==> config.mk <==
export PLATFORM = sky130hd
export DESIGN_NAME = wk_counter
export DESIGN_NICKNAME = d
export VERILOG_FILES = /design/src/design/wk_pkg.sv /design/src/design/wk_counter.sv
export VERILOG_INCLUDE_DIRS = /design/src /design/src/design
export SDC_FILE = /design/constraint.sdc
export NUM_CORES = 1
export LEC_CHECK = 0
export BUFFER_PORTS_ARGS = -buffer_cell sky130_fd_sc_hd__buf_4
export CAP_MARGIN = 15
export CORE_UTILIZATION = 52
export CTS_CLUSTER_DIAMETER = 50
export DETAILED_ROUTE_END_ITERATION = 8
export GPL_ROUTABILITY_DRIVEN = 0
export MAX_ROUTING_LAYER = met4
export PLACE_DENSITY_LB_ADDON = 0.08
export SETUP_SLACK_MARGIN = 0.1
export SLEW_MARGIN = 20
export SYNTH_ARGS = -nofsm -noshare
export SYNTH_HDL_FRONTEND = slang
export SYNTH_SLANG_ARGS = --single-unit
==> constraint.sdc <==
create_clock -name i_clk -period 6.5 [get_ports i_clk]
set_input_delay 0.975 -clock i_clk [delete_from_list [all_inputs] [get_ports i_clk]]
set_output_delay 0.975 -clock i_clk [all_outputs]
set_load 0.005 [all_outputs]
==> src/design/wk_regs.svh <==
// Register map, field layout, reset values and timing of the wake counter
`ifndef WK_REGS_SVH
`define WK_REGS_SVH
`define WK_NPINS        24
`define WK_CNT_W        8
`define WK_OFS_SEL      8'h00
`define WK_OFS_POL      8'h04
`define WK_OFS_CTRL     8'h08
`define WK_OFS_TARGET   8'h0c
`define WK_OFS_IRQCLR   8'h10
`define WK_OFS_CNTCLR   8'h14
`define WK_OFS_COUNT    8'h18
`define WK_OFS_STS      8'h1c
`define WK_OFS_STSCLR   8'h20
`define WK_OFS_IEN      8'h24
`define WK_DEB_LSB      0
`define WK_DEB_MSB      5
`define WK_STS_MATCH    0
`define WK_STS_EVENT    1
`define WK_STS_W        2
`define WK_RST_SEL      24'h000000
`define WK_RST_POL      24'h000000
`define WK_RST_DEB      6'h00
`define WK_RST_TARGET   8'h00
`define WK_RST_IEN      2'h0
`define WK_TICK_NS      1000000
`define WK_CLK_NS       4
`define WK_TICK_CYCLES  (`WK_TICK_NS / `WK_CLK_NS)
`endif

==> src/design/wk_pkg.sv <==
// Types shared by the wake event counter
package wk_pkg;
	// Event sequencer states, one-hot
	typedef enum logic [2:0] {
		WK_ST_IDLE = 3'b001,
		WK_ST_DEB  = 3'b010,
		WK_ST_WAIT = 3'b100
	} wk_state_t;
	// Latched bus address phase
	typedef struct packed {
		logic       valid;
		logic       write;
		logic [7:0] addr;
	} wk_aphase_t;
endpackage

==> src/design/wk_counter.sv <==
// Wake-up event counter with AHB-Lite register slave
`timescale 1ns/1ns
`default_nettype none
`include "wk_regs.svh"

// Contract
// - Software picks per pin which inputs may raise wake events.
// - Each pin has a polarity bit choosing its active edge.
// - With polarity 0 a rising edge on a selected pin sets the hit flag.
// - An active edge loads the debounce timer, which drops once per ms.
// - The debounce value is six bits, zero to sixty-three ms.
// - At timer zero with the hit flag still set the count goes up by one.
// - After a count the sequencer waits for the reverse edge, then idles.
// - Count equal to target clears the count and raises the enabled irq.
// - Any write to the irq clear location drops the pending match status; the event status stays set.
// - Any write to the counter clear location zeroes the count.
// - The count can be read at any time without disturbing counting.
// - With every pin selected, an active edge on any one pin wakes the system.
module wk_counter #(
	parameter int TICK_CYCLES = `WK_TICK_CYCLES
) (
	input  wire logic                  i_clk,
	input  wire logic                  i_reset_n,
	input  wire logic                  i_hsel,
	input  wire logic [31:0]           i_haddr,
	input  wire logic [1:0]            i_htrans,
	input  wire logic                  i_hwrite,
	input  wire logic [2:0]            i_hsize,
	input  wire logic [31:0]           i_hwdata,
	input  wire logic                  i_hready,
	output logic      [31:0]           o_hrdata,
	output logic                       o_hreadyout,
	output logic                       o_hresp,
	input  wire logic [`WK_NPINS-1:0]  i_pins,
	output logic                       o_irq
);
	import wk_pkg::*;

	localparam int NP = `WK_NPINS;
	localparam int CW = `WK_CNT_W;

	logic                rs1_r, rst_n;
	logic [NP-1:0]       ps1_r, ps2_r, pprev_r;
	logic [NP-1:0]       sel_r, pol_r, act_e, rev_e;
	logic [5:0]          deb_val_r, deb_r;
	logic [CW-1:0]       tgt_r, cnt_r, cnt_inc;
	logic [17:0]         tick_r;
	logic                tick, key_hit_r, ev_fire, ev_match;
	logic                wr_irqclr, wr_cntclr;
	logic [`WK_STS_W-1:0] sts_r, ien_r, sts_set, sts_clr;
	wk_state_t           st_r;
	wk_aphase_t          ap_r;
	//----------------------------------------------------------------
	// Reset release and pin synchronisers
	//----------------------------------------------------------------
	// Two-stage reset release
	always_ff @(posedge i_clk or negedge i_reset_n) begin
		if (!i_reset_n) begin
			rs1_r <= 1'b0;
			rst_n <= 1'b0;
		end else begin
			rs1_r <= 1'b1;
			rst_n <= rs1_r;
		end
	end

	always_ff @(posedge i_clk or negedge rst_n) begin
		if (!rst_n) begin
			ps1_r   <= '0;
			ps2_r   <= '0;
			pprev_r <= '0;
		end else begin
			ps1_r   <= i_pins;
			ps2_r   <= ps1_r;
			pprev_r <= ps2_r;
		end
	end

	// Per-pin edge qualification
	genvar g;
	generate
		for (g = 0; g < NP; g++) begin : g_pin
			assign act_e[g] = sel_r[g] & (pol_r[g] ?
				(pprev_r[g] & ~ps2_r[g]) : (~pprev_r[g] & ps2_r[g]));
			assign rev_e[g] = sel_r[g] & (pol_r[g] ?
				(~pprev_r[g] & ps2_r[g]) : (pprev_r[g] & ~ps2_r[g]));
		end
	endgenerate
	//----------------------------------------------------------------
	// Millisecond tick and event sequencer
	//----------------------------------------------------------------
	assign tick = (tick_r == 18'(TICK_CYCLES - 1));

	// Tick prescaler, restarted on each load
	always_ff @(posedge i_clk or negedge rst_n) begin
		if (!rst_n)
			tick_r <= '0;
		else if ((st_r == WK_ST_IDLE) || tick)
			tick_r <= '0;
		else
			tick_r <= tick_r + 18'h00001;
	end

	assign ev_fire  = (st_r == WK_ST_DEB) && (deb_r == 6'h00) && key_hit_r;
	assign cnt_inc  = cnt_r + 8'h01;
	assign ev_match = ev_fire && (cnt_inc == tgt_r);

	// Sequencer, debounce timer and hit flag
	always_ff @(posedge i_clk or negedge rst_n) begin
		if (!rst_n) begin
			st_r      <= WK_ST_IDLE;
			deb_r     <= '0;
			key_hit_r <= 1'b0;
		end else begin
			case (st_r)
				WK_ST_IDLE: begin
					if (|act_e) begin
						st_r      <= WK_ST_DEB;
						deb_r     <= deb_val_r;
						key_hit_r <= 1'b1;
					end
				end
				WK_ST_DEB: begin
					if (|rev_e)
						key_hit_r <= 1'b0;
					if (deb_r == 6'h00) begin
						st_r <= key_hit_r ? WK_ST_WAIT : WK_ST_IDLE;
					end else if (tick) begin
						deb_r <= deb_r - 6'h01;
					end
				end
				WK_ST_WAIT: begin
					if (|rev_e) begin
						st_r      <= WK_ST_IDLE;
						key_hit_r <= 1'b0;
					end
				end
				default: st_r <= WK_ST_IDLE;
			endcase
		end
	end

	always_ff @(posedge i_clk or negedge rst_n) begin
		if (!rst_n)
			cnt_r <= '0;
		else if (wr_cntclr || ev_match)
			cnt_r <= '0;
		else if (ev_fire)
			cnt_r <= cnt_inc;
	end
	//----------------------------------------------------------------
	// Interrupt status
	//----------------------------------------------------------------
	assign sts_set = {ev_fire, ev_match};
	assign sts_clr = (ap_r.valid && ap_r.write && ap_r.addr == `WK_OFS_STSCLR)
		? i_hwdata[`WK_STS_W-1:0] : '0;

	always_ff @(posedge i_clk or negedge rst_n) begin
		if (!rst_n)
			sts_r <= '0;
		else
			sts_r <= sts_set | (sts_r & ~sts_clr &
				~{1'b0, wr_irqclr});
	end

	always_ff @(posedge i_clk or negedge rst_n) begin
		if (!rst_n)
			o_irq <= 1'b0;
		else
			o_irq <= |(sts_r & ien_r);
	end
	//----------------------------------------------------------------
	// AHB-Lite slave
	//----------------------------------------------------------------
	// Address phase capture
	always_ff @(posedge i_clk or negedge rst_n) begin
		if (!rst_n)
			ap_r <= '0;
		else begin
			ap_r.valid <= i_hsel && i_htrans[1] && i_hready;
			ap_r.write <= i_hwrite;
			ap_r.addr  <= {i_haddr[7:2], 2'b00};
		end
	end

	assign wr_irqclr = ap_r.valid && ap_r.write
		&& (ap_r.addr == `WK_OFS_IRQCLR);
	assign wr_cntclr = ap_r.valid && ap_r.write
		&& (ap_r.addr == `WK_OFS_CNTCLR);

	// Writable configuration
	always_ff @(posedge i_clk or negedge rst_n) begin
		if (!rst_n) begin
			sel_r     <= `WK_RST_SEL;
			pol_r     <= `WK_RST_POL;
			deb_val_r <= `WK_RST_DEB;
			tgt_r     <= `WK_RST_TARGET;
			ien_r     <= `WK_RST_IEN;
		end else if (ap_r.valid && ap_r.write) begin
			if (ap_r.addr == `WK_OFS_SEL)
				sel_r <= i_hwdata[NP-1:0];
			else if (ap_r.addr == `WK_OFS_POL)
				pol_r <= i_hwdata[NP-1:0];
			else if (ap_r.addr == `WK_OFS_CTRL)
				deb_val_r <= i_hwdata[`WK_DEB_MSB:`WK_DEB_LSB];
			else if (ap_r.addr == `WK_OFS_TARGET)
				tgt_r <= i_hwdata[CW-1:0];
			else if (ap_r.addr == `WK_OFS_IEN)
				ien_r <= i_hwdata[`WK_STS_W-1:0];
		end
	end

	// read data registered in address phase
	always_ff @(posedge i_clk or negedge rst_n) begin
		if (!rst_n)
			o_hrdata <= '0;
		else if (i_hsel && i_htrans[1] && i_hready && !i_hwrite) begin
			if (i_haddr[7:0] == `WK_OFS_SEL)
				o_hrdata <= {8'h00, sel_r};
			else if (i_haddr[7:0] == `WK_OFS_POL)
				o_hrdata <= {8'h00, pol_r};
			else if (i_haddr[7:0] == `WK_OFS_CTRL)
				o_hrdata <= {26'h0000000, deb_val_r};
			else if (i_haddr[7:0] == `WK_OFS_TARGET)
				o_hrdata <= {24'h000000, tgt_r};
			else if (i_haddr[7:0] == `WK_OFS_COUNT)
				o_hrdata <= {24'h000000, cnt_r};
			else if (i_haddr[7:0] == `WK_OFS_STS)
				o_hrdata <= {30'h00000000, sts_r};
			else if (i_haddr[7:0] == `WK_OFS_IEN)
				o_hrdata <= {30'h00000000, ien_r};
			else
				o_hrdata <= '0;
		end
	end

	// Zero-wait, always OKAY
	always_ff @(posedge i_clk or negedge rst_n) begin
		if (!rst_n) begin
			o_hreadyout <= 1'b0;
			o_hresp     <= 1'b0;
		end else begin
			o_hreadyout <= 1'b1;
			o_hresp     <= 1'b0;
		end
	end
	//----------------------------------------------------------------
	// Assertions
	//----------------------------------------------------------------
	property p_idle_hold;
		@(posedge i_clk) disable iff (!rst_n)
		(st_r == WK_ST_IDLE) && (act_e == '0) |=> st_r == WK_ST_IDLE;
	endproperty
	a_idle_hold: assert property (p_idle_hold)
		else $error("Idle left without an active edge");
	property p_start;
		@(posedge i_clk) disable iff (!rst_n)
		(st_r == WK_ST_IDLE) && (|act_e) |=> (st_r == WK_ST_DEB)
			&& key_hit_r && (deb_r == $past(deb_val_r));
	endproperty
	a_start: assert property (p_start)
		else $error("Active edge did not load debounce");
	property p_rise;
		@(posedge i_clk) disable iff (!rst_n)
		(st_r == WK_ST_IDLE) && sel_r[0] && !pol_r[0]
			&& $rose(ps2_r[0]) |=> st_r == WK_ST_DEB;
	endproperty
	a_rise: assert property (p_rise)
		else $error("Rising edge on pin 0 missed");
	property p_fall;
		@(posedge i_clk) disable iff (!rst_n)
		(st_r == WK_ST_IDLE) && |(sel_r & pol_r & $past(ps2_r)
			& ~ps2_r) |=> st_r == WK_ST_DEB;
	endproperty
	a_fall: assert property (p_fall)
		else $error("Falling edge on a pin missed");
	property p_count;
		@(posedge i_clk) disable iff (!rst_n)
		ev_fire && !ev_match && !wr_cntclr |=> cnt_r == $past(cnt_inc);
	endproperty
	a_count: assert property (p_count)
		else $error("Event not counted");
	property p_wait;
		@(posedge i_clk) disable iff (!rst_n)
		(st_r == WK_ST_WAIT) && (rev_e == '0) |=> st_r == WK_ST_WAIT;
	endproperty
	a_wait: assert property (p_wait)
		else $error("Left wait without reverse edge");
	property p_match;
		@(posedge i_clk) disable iff (!rst_n)
		ev_match |=> (cnt_r == '0) && sts_r[`WK_STS_MATCH]
			##1 (o_irq == (ien_r[`WK_STS_MATCH] | o_irq));
	endproperty
	a_match: assert property (p_match)
		else $error("Target match not handled");
	property p_irqclr;
		@(posedge i_clk) disable iff (!rst_n)
		wr_irqclr && !ev_match |=> !sts_r[`WK_STS_MATCH];
	endproperty
	a_irqclr: assert property (p_irqclr)
		else $error("Irq clear ignored");
	property p_cntclr;
		@(posedge i_clk) disable iff (!rst_n)
		wr_cntclr |=> cnt_r == '0;
	endproperty
	a_cntclr: assert property (p_cntclr)
		else $error("Counter clear ignored");
	property p_rdcnt;
		@(posedge i_clk) disable iff (!rst_n)
		i_hsel && i_htrans[1] && i_hready && !i_hwrite
			&& (i_haddr[7:0] == `WK_OFS_COUNT)
			|=> o_hrdata == {24'h000000, $past(cnt_r)};
	endproperty
	a_rdcnt: assert property (p_rdcnt)
		else $error("Count readback wrong");
	c_count: cover property (@(posedge i_clk) disable iff (!rst_n)
		ev_fire && !ev_match);
	c_match: cover property (@(posedge i_clk) disable iff (!rst_n)
		ev_match);
	c_bounce: cover property (@(posedge i_clk) disable iff (!rst_n)
		(st_r == WK_ST_DEB) && (deb_r == 6'h00) && !key_hit_r);
	c_irq: cover property (@(posedge i_clk) disable iff (!rst_n)
		$rose(o_irq));
endmodule
`default_nettype wire

==> metrics <==
Max Cap Viol=0; antenna viol nets, final=0; post-synth top area share=56.4%; vias in the first global route=6361; Worst EP required=6.90 ns; clk root buf=clkbuf_16; status=finished, final reports clean; largest net degree at the start of global routing=209; Crit. Startpoint=i_haddr[4]; Core Area=17400 µm²; dominant synthesized flop cell=dfrtp_1; # fillers=1388; GR Overflow Total=0; cts hold-fix bufs=0; # diodes=0; FMAX=375 MHz; worst slew pin tran=1.04 ns; crit-path max cell delay=0.65 ns; reg2reg end=cnt_r[5]; switching part of the total=26.7%; combinational share of power=14.4%; RSZ-0062 raised after global routing=false; CP endpoint kind=register; Power Dens Cells=316 nW/µm²; Hold Crit Class=in -> async; Post-synth EDFFs=0; Cells after Synth=790; Syn Area/Cell=11.7 µm²; R2R Path Start=st_r[2]; crit-path max FO=24; Resize count post-CTS=0; clock power share=41.3%; leading area contributor after synthesis=dfrtp_1; Placement Rows=48; Skew-Pair Late Insertion Delay=0.50 ns; fin nets=990; crit path kind=in -> reg; sequential power share=44.3%; die extent in x=136 µm; Starting Density=53.4%; Layout area overhead=19.0%; drt drc=0; initial antenna violation count=0; Yosys warning total=0; first-pass GRT wire length=32600 µm; CTS tree=yes; flops & latches, synth=210; Worst Setup Start Kind=primary input; drt wl/cell=18.1 µm; async set or reset register ratio after synthesis=100%; layout cells sized above 1=23.1%; IO buf count=87; Switch Pwr=0.932 mW; Crit path arrival time=3.07 ns; Clock transition at path regs=0.06 ns; Synth cell types=57; Final HPWL DP=13600 µm; drt first pass iters=4; Hold WS=0.240 ns; top post-synthesis cells by area=dfrtp_1, mux2_2, mux2i_1; skew final=0.00657 ns; Via density=5.74; path depth of the worst reg2reg path=7; most common cell after layout, fill and taps aside=dfrtp_1; crit-path cells=buf_4 > nor4_1 > nand2_2 > nor2_1 > a22oi_1 > o21ai_0; Post-Route WL=20500 µm; max-slew violations=0; final instance area=11000 µm²; Final Hold Viols=0; Top Ports=133; final core occ=63.6%; Rel. slew slack=30.4%; DP Area=10100 µm²; CTS max path bufs=3; clock sinks=210; vias post-DR=6482; Worst path slowest cell=nor4_1; Cell Area, Synth=9280 µm²; worst vdd ir=0.209 mV; Total GRT Usage=23.5%; Internal Dissipation=2.56 mW; Finish-stage setup viols=0; register area share after synthesis=56.7%; chip height=136 µm; Setup crit end=o_hrdata[4]; TNS Setup=0 ns; H-Tree Depth=1; total power=3.49 mW; Tcrit/Tclk final=41.0%; initial detailed-routing violation count=356; final worst path period need=2.67 ns; CTS Buf Count=25; commonest cells after routing, fill and taps aside=dfrtp_1, buf_4, mux2_2; total leakage power=4.87 nW; R2R Setup Slk=3.84 ns; Post-CTS Repair Setup Buffers=0; die footprint=18400 µm²
[worst max-delay path: cells and delay by family]
family / cells / cell delay, ns
AOI/OAI and AO/OA: 2 / 0.30
buffers and inverters: 1 / 0.14
and+or+nand+nor: 3 / 1.63
[worst min-delay path by stage]
stage / from / end / slack, ns / depth (start not counted)
global route: i_reset_n / rs1_r / 0.22 / 1
global placement: ps1_r[16] / ps2_r[16] / 0.33 / 0
CTS: i_reset_n / rst_n / 0.22 / 1
finish: i_reset_n / rs1_r / 0.24 / 1
floorplan: ps1_r[0] / ps2_r[0] / 0.33 / 0
detailed placement: ps1_r[15] / ps2_r[15] / 0.33 / 0
[per-layer routing]
layer | vias to the layer above | GRT usage, % | share of wire, %
met5 | - | - | 0
met3 | 33 | 3.22 | 4.0
met2 | 145 | 37.3 | 48
met1 | 3260 | 31.7 | 46
met4 | 0 | 6.49 | 2.0
li1 | 3044 | - | -
[synthesized netlist by cell type (4+ instances only)]
| master | n |
|---|---|
| dfrtp_1 | 209 |
| mux2_2 | 65 |
| nor2_1 | 59 |
| nand2_1 | 56 |
| o21ai_0 | 39 |
| mux2i_1 | 28 |
| o31ai_1 | 20 |
| a21oi_1 | 19 |
| nand2b_1 | 19 |
| nand3_1 | 19 |
| nor3b_1 | 19 |
| clkbuf_1 | 18 |
| xnor2_1 | 17 |
| and3b_1 | 16 |
| nor4bb_1 | 15 |
| xor2_1 | 15 |
| nand3b_1 | 12 |
| nor3_1 | 12 |
| and3_1 | 11 |
| nand4_1 | 11 |
| nand4b_1 | 10 |
| buf_4 | 9 |
| nor2b_1 | 9 |
| a31oi_1 | 7 |
| inv_1 | 6 |
| nor4_1 | 6 |
| a22oi_1 | 5 |
| and2_1 | 5 |
| and4b_1 | 5 |
| o21ai_1 | 5 |
| a22o_1 | 4 |
| ha_1 | 4 |
| o211ai_1 | 4 |
[cells by family (layout without fill, tap and decap cells)]
| group | Yosys count | in the layout | share of synthesized area (%) |
|---|---|---|---|
| muxes | 93 | 93 | 10.9 |
| other | 2 | 11 | 0.0810 |
| and+or+nand+nor | 297 | 297 | 19.0 |
| DFF | 210 | 210 | 56.7 |
| adders and majority gates | 4 | 4 | 0.540 |
| buffers and inverters | 36 | 142 | 1.85 |
| AOI/OAI and AO/OA | 116 | 116 | 7.98 |
| xor gates and xnor gates | 32 | 32 | 3.02 |
[power by group through the flow]
| stage | Sequential [mW] | Combinational (mW) | Clock [mW] |
|---|---|---|---|
| 2_1_floorplan | 1.54 | 0.379 | 0 |
| 3_3_place_gp | 1.56 | 0.485 | 0 |
| 3_5_place_dp | 1.57 | 0.502 | 0 |
| 4_1_cts | 1.55 | 0.505 | 1.47 |
| 5_1_grt | 1.56 | 0.566 | 1.53 |
| 6_report | 1.55 | 0.501 | 1.44 |
[cell type report]
class / count / area, µm² / share of cell area (%)
clock inverter: 14 / 194 / 1.76
tap: 225 / 282 / 2.55
clock buffer: 30 / 674 / 6.11
sequential: 210 / 5260 / 47.6
multi-input combinational: 553 / 3890 / 35.2
timing repair buffer: 92 / 723 / 6.55
inverter: 6 / 22.5 / 0.204
[state kept, by name, indices dropped and copies added, names as in the netlist, 18 cells and up]
signal	cells
o_hrdata	24
pol_r	24
pprev_r	24
ps1_r	24
ps2_r	24
sel_r	24
tick_r	18
[stage by stage]
stage | worst slack [ns] | std cells
finish | 3.83 | 1130
global route | 3.59 | 1130
CTS | 3.46 | 1129
detailed placement | 2.94 | 1085
global placement | 3.02 | 1085
floorplan | 0.216 | 799
Power figures use the tool's default switching activity.
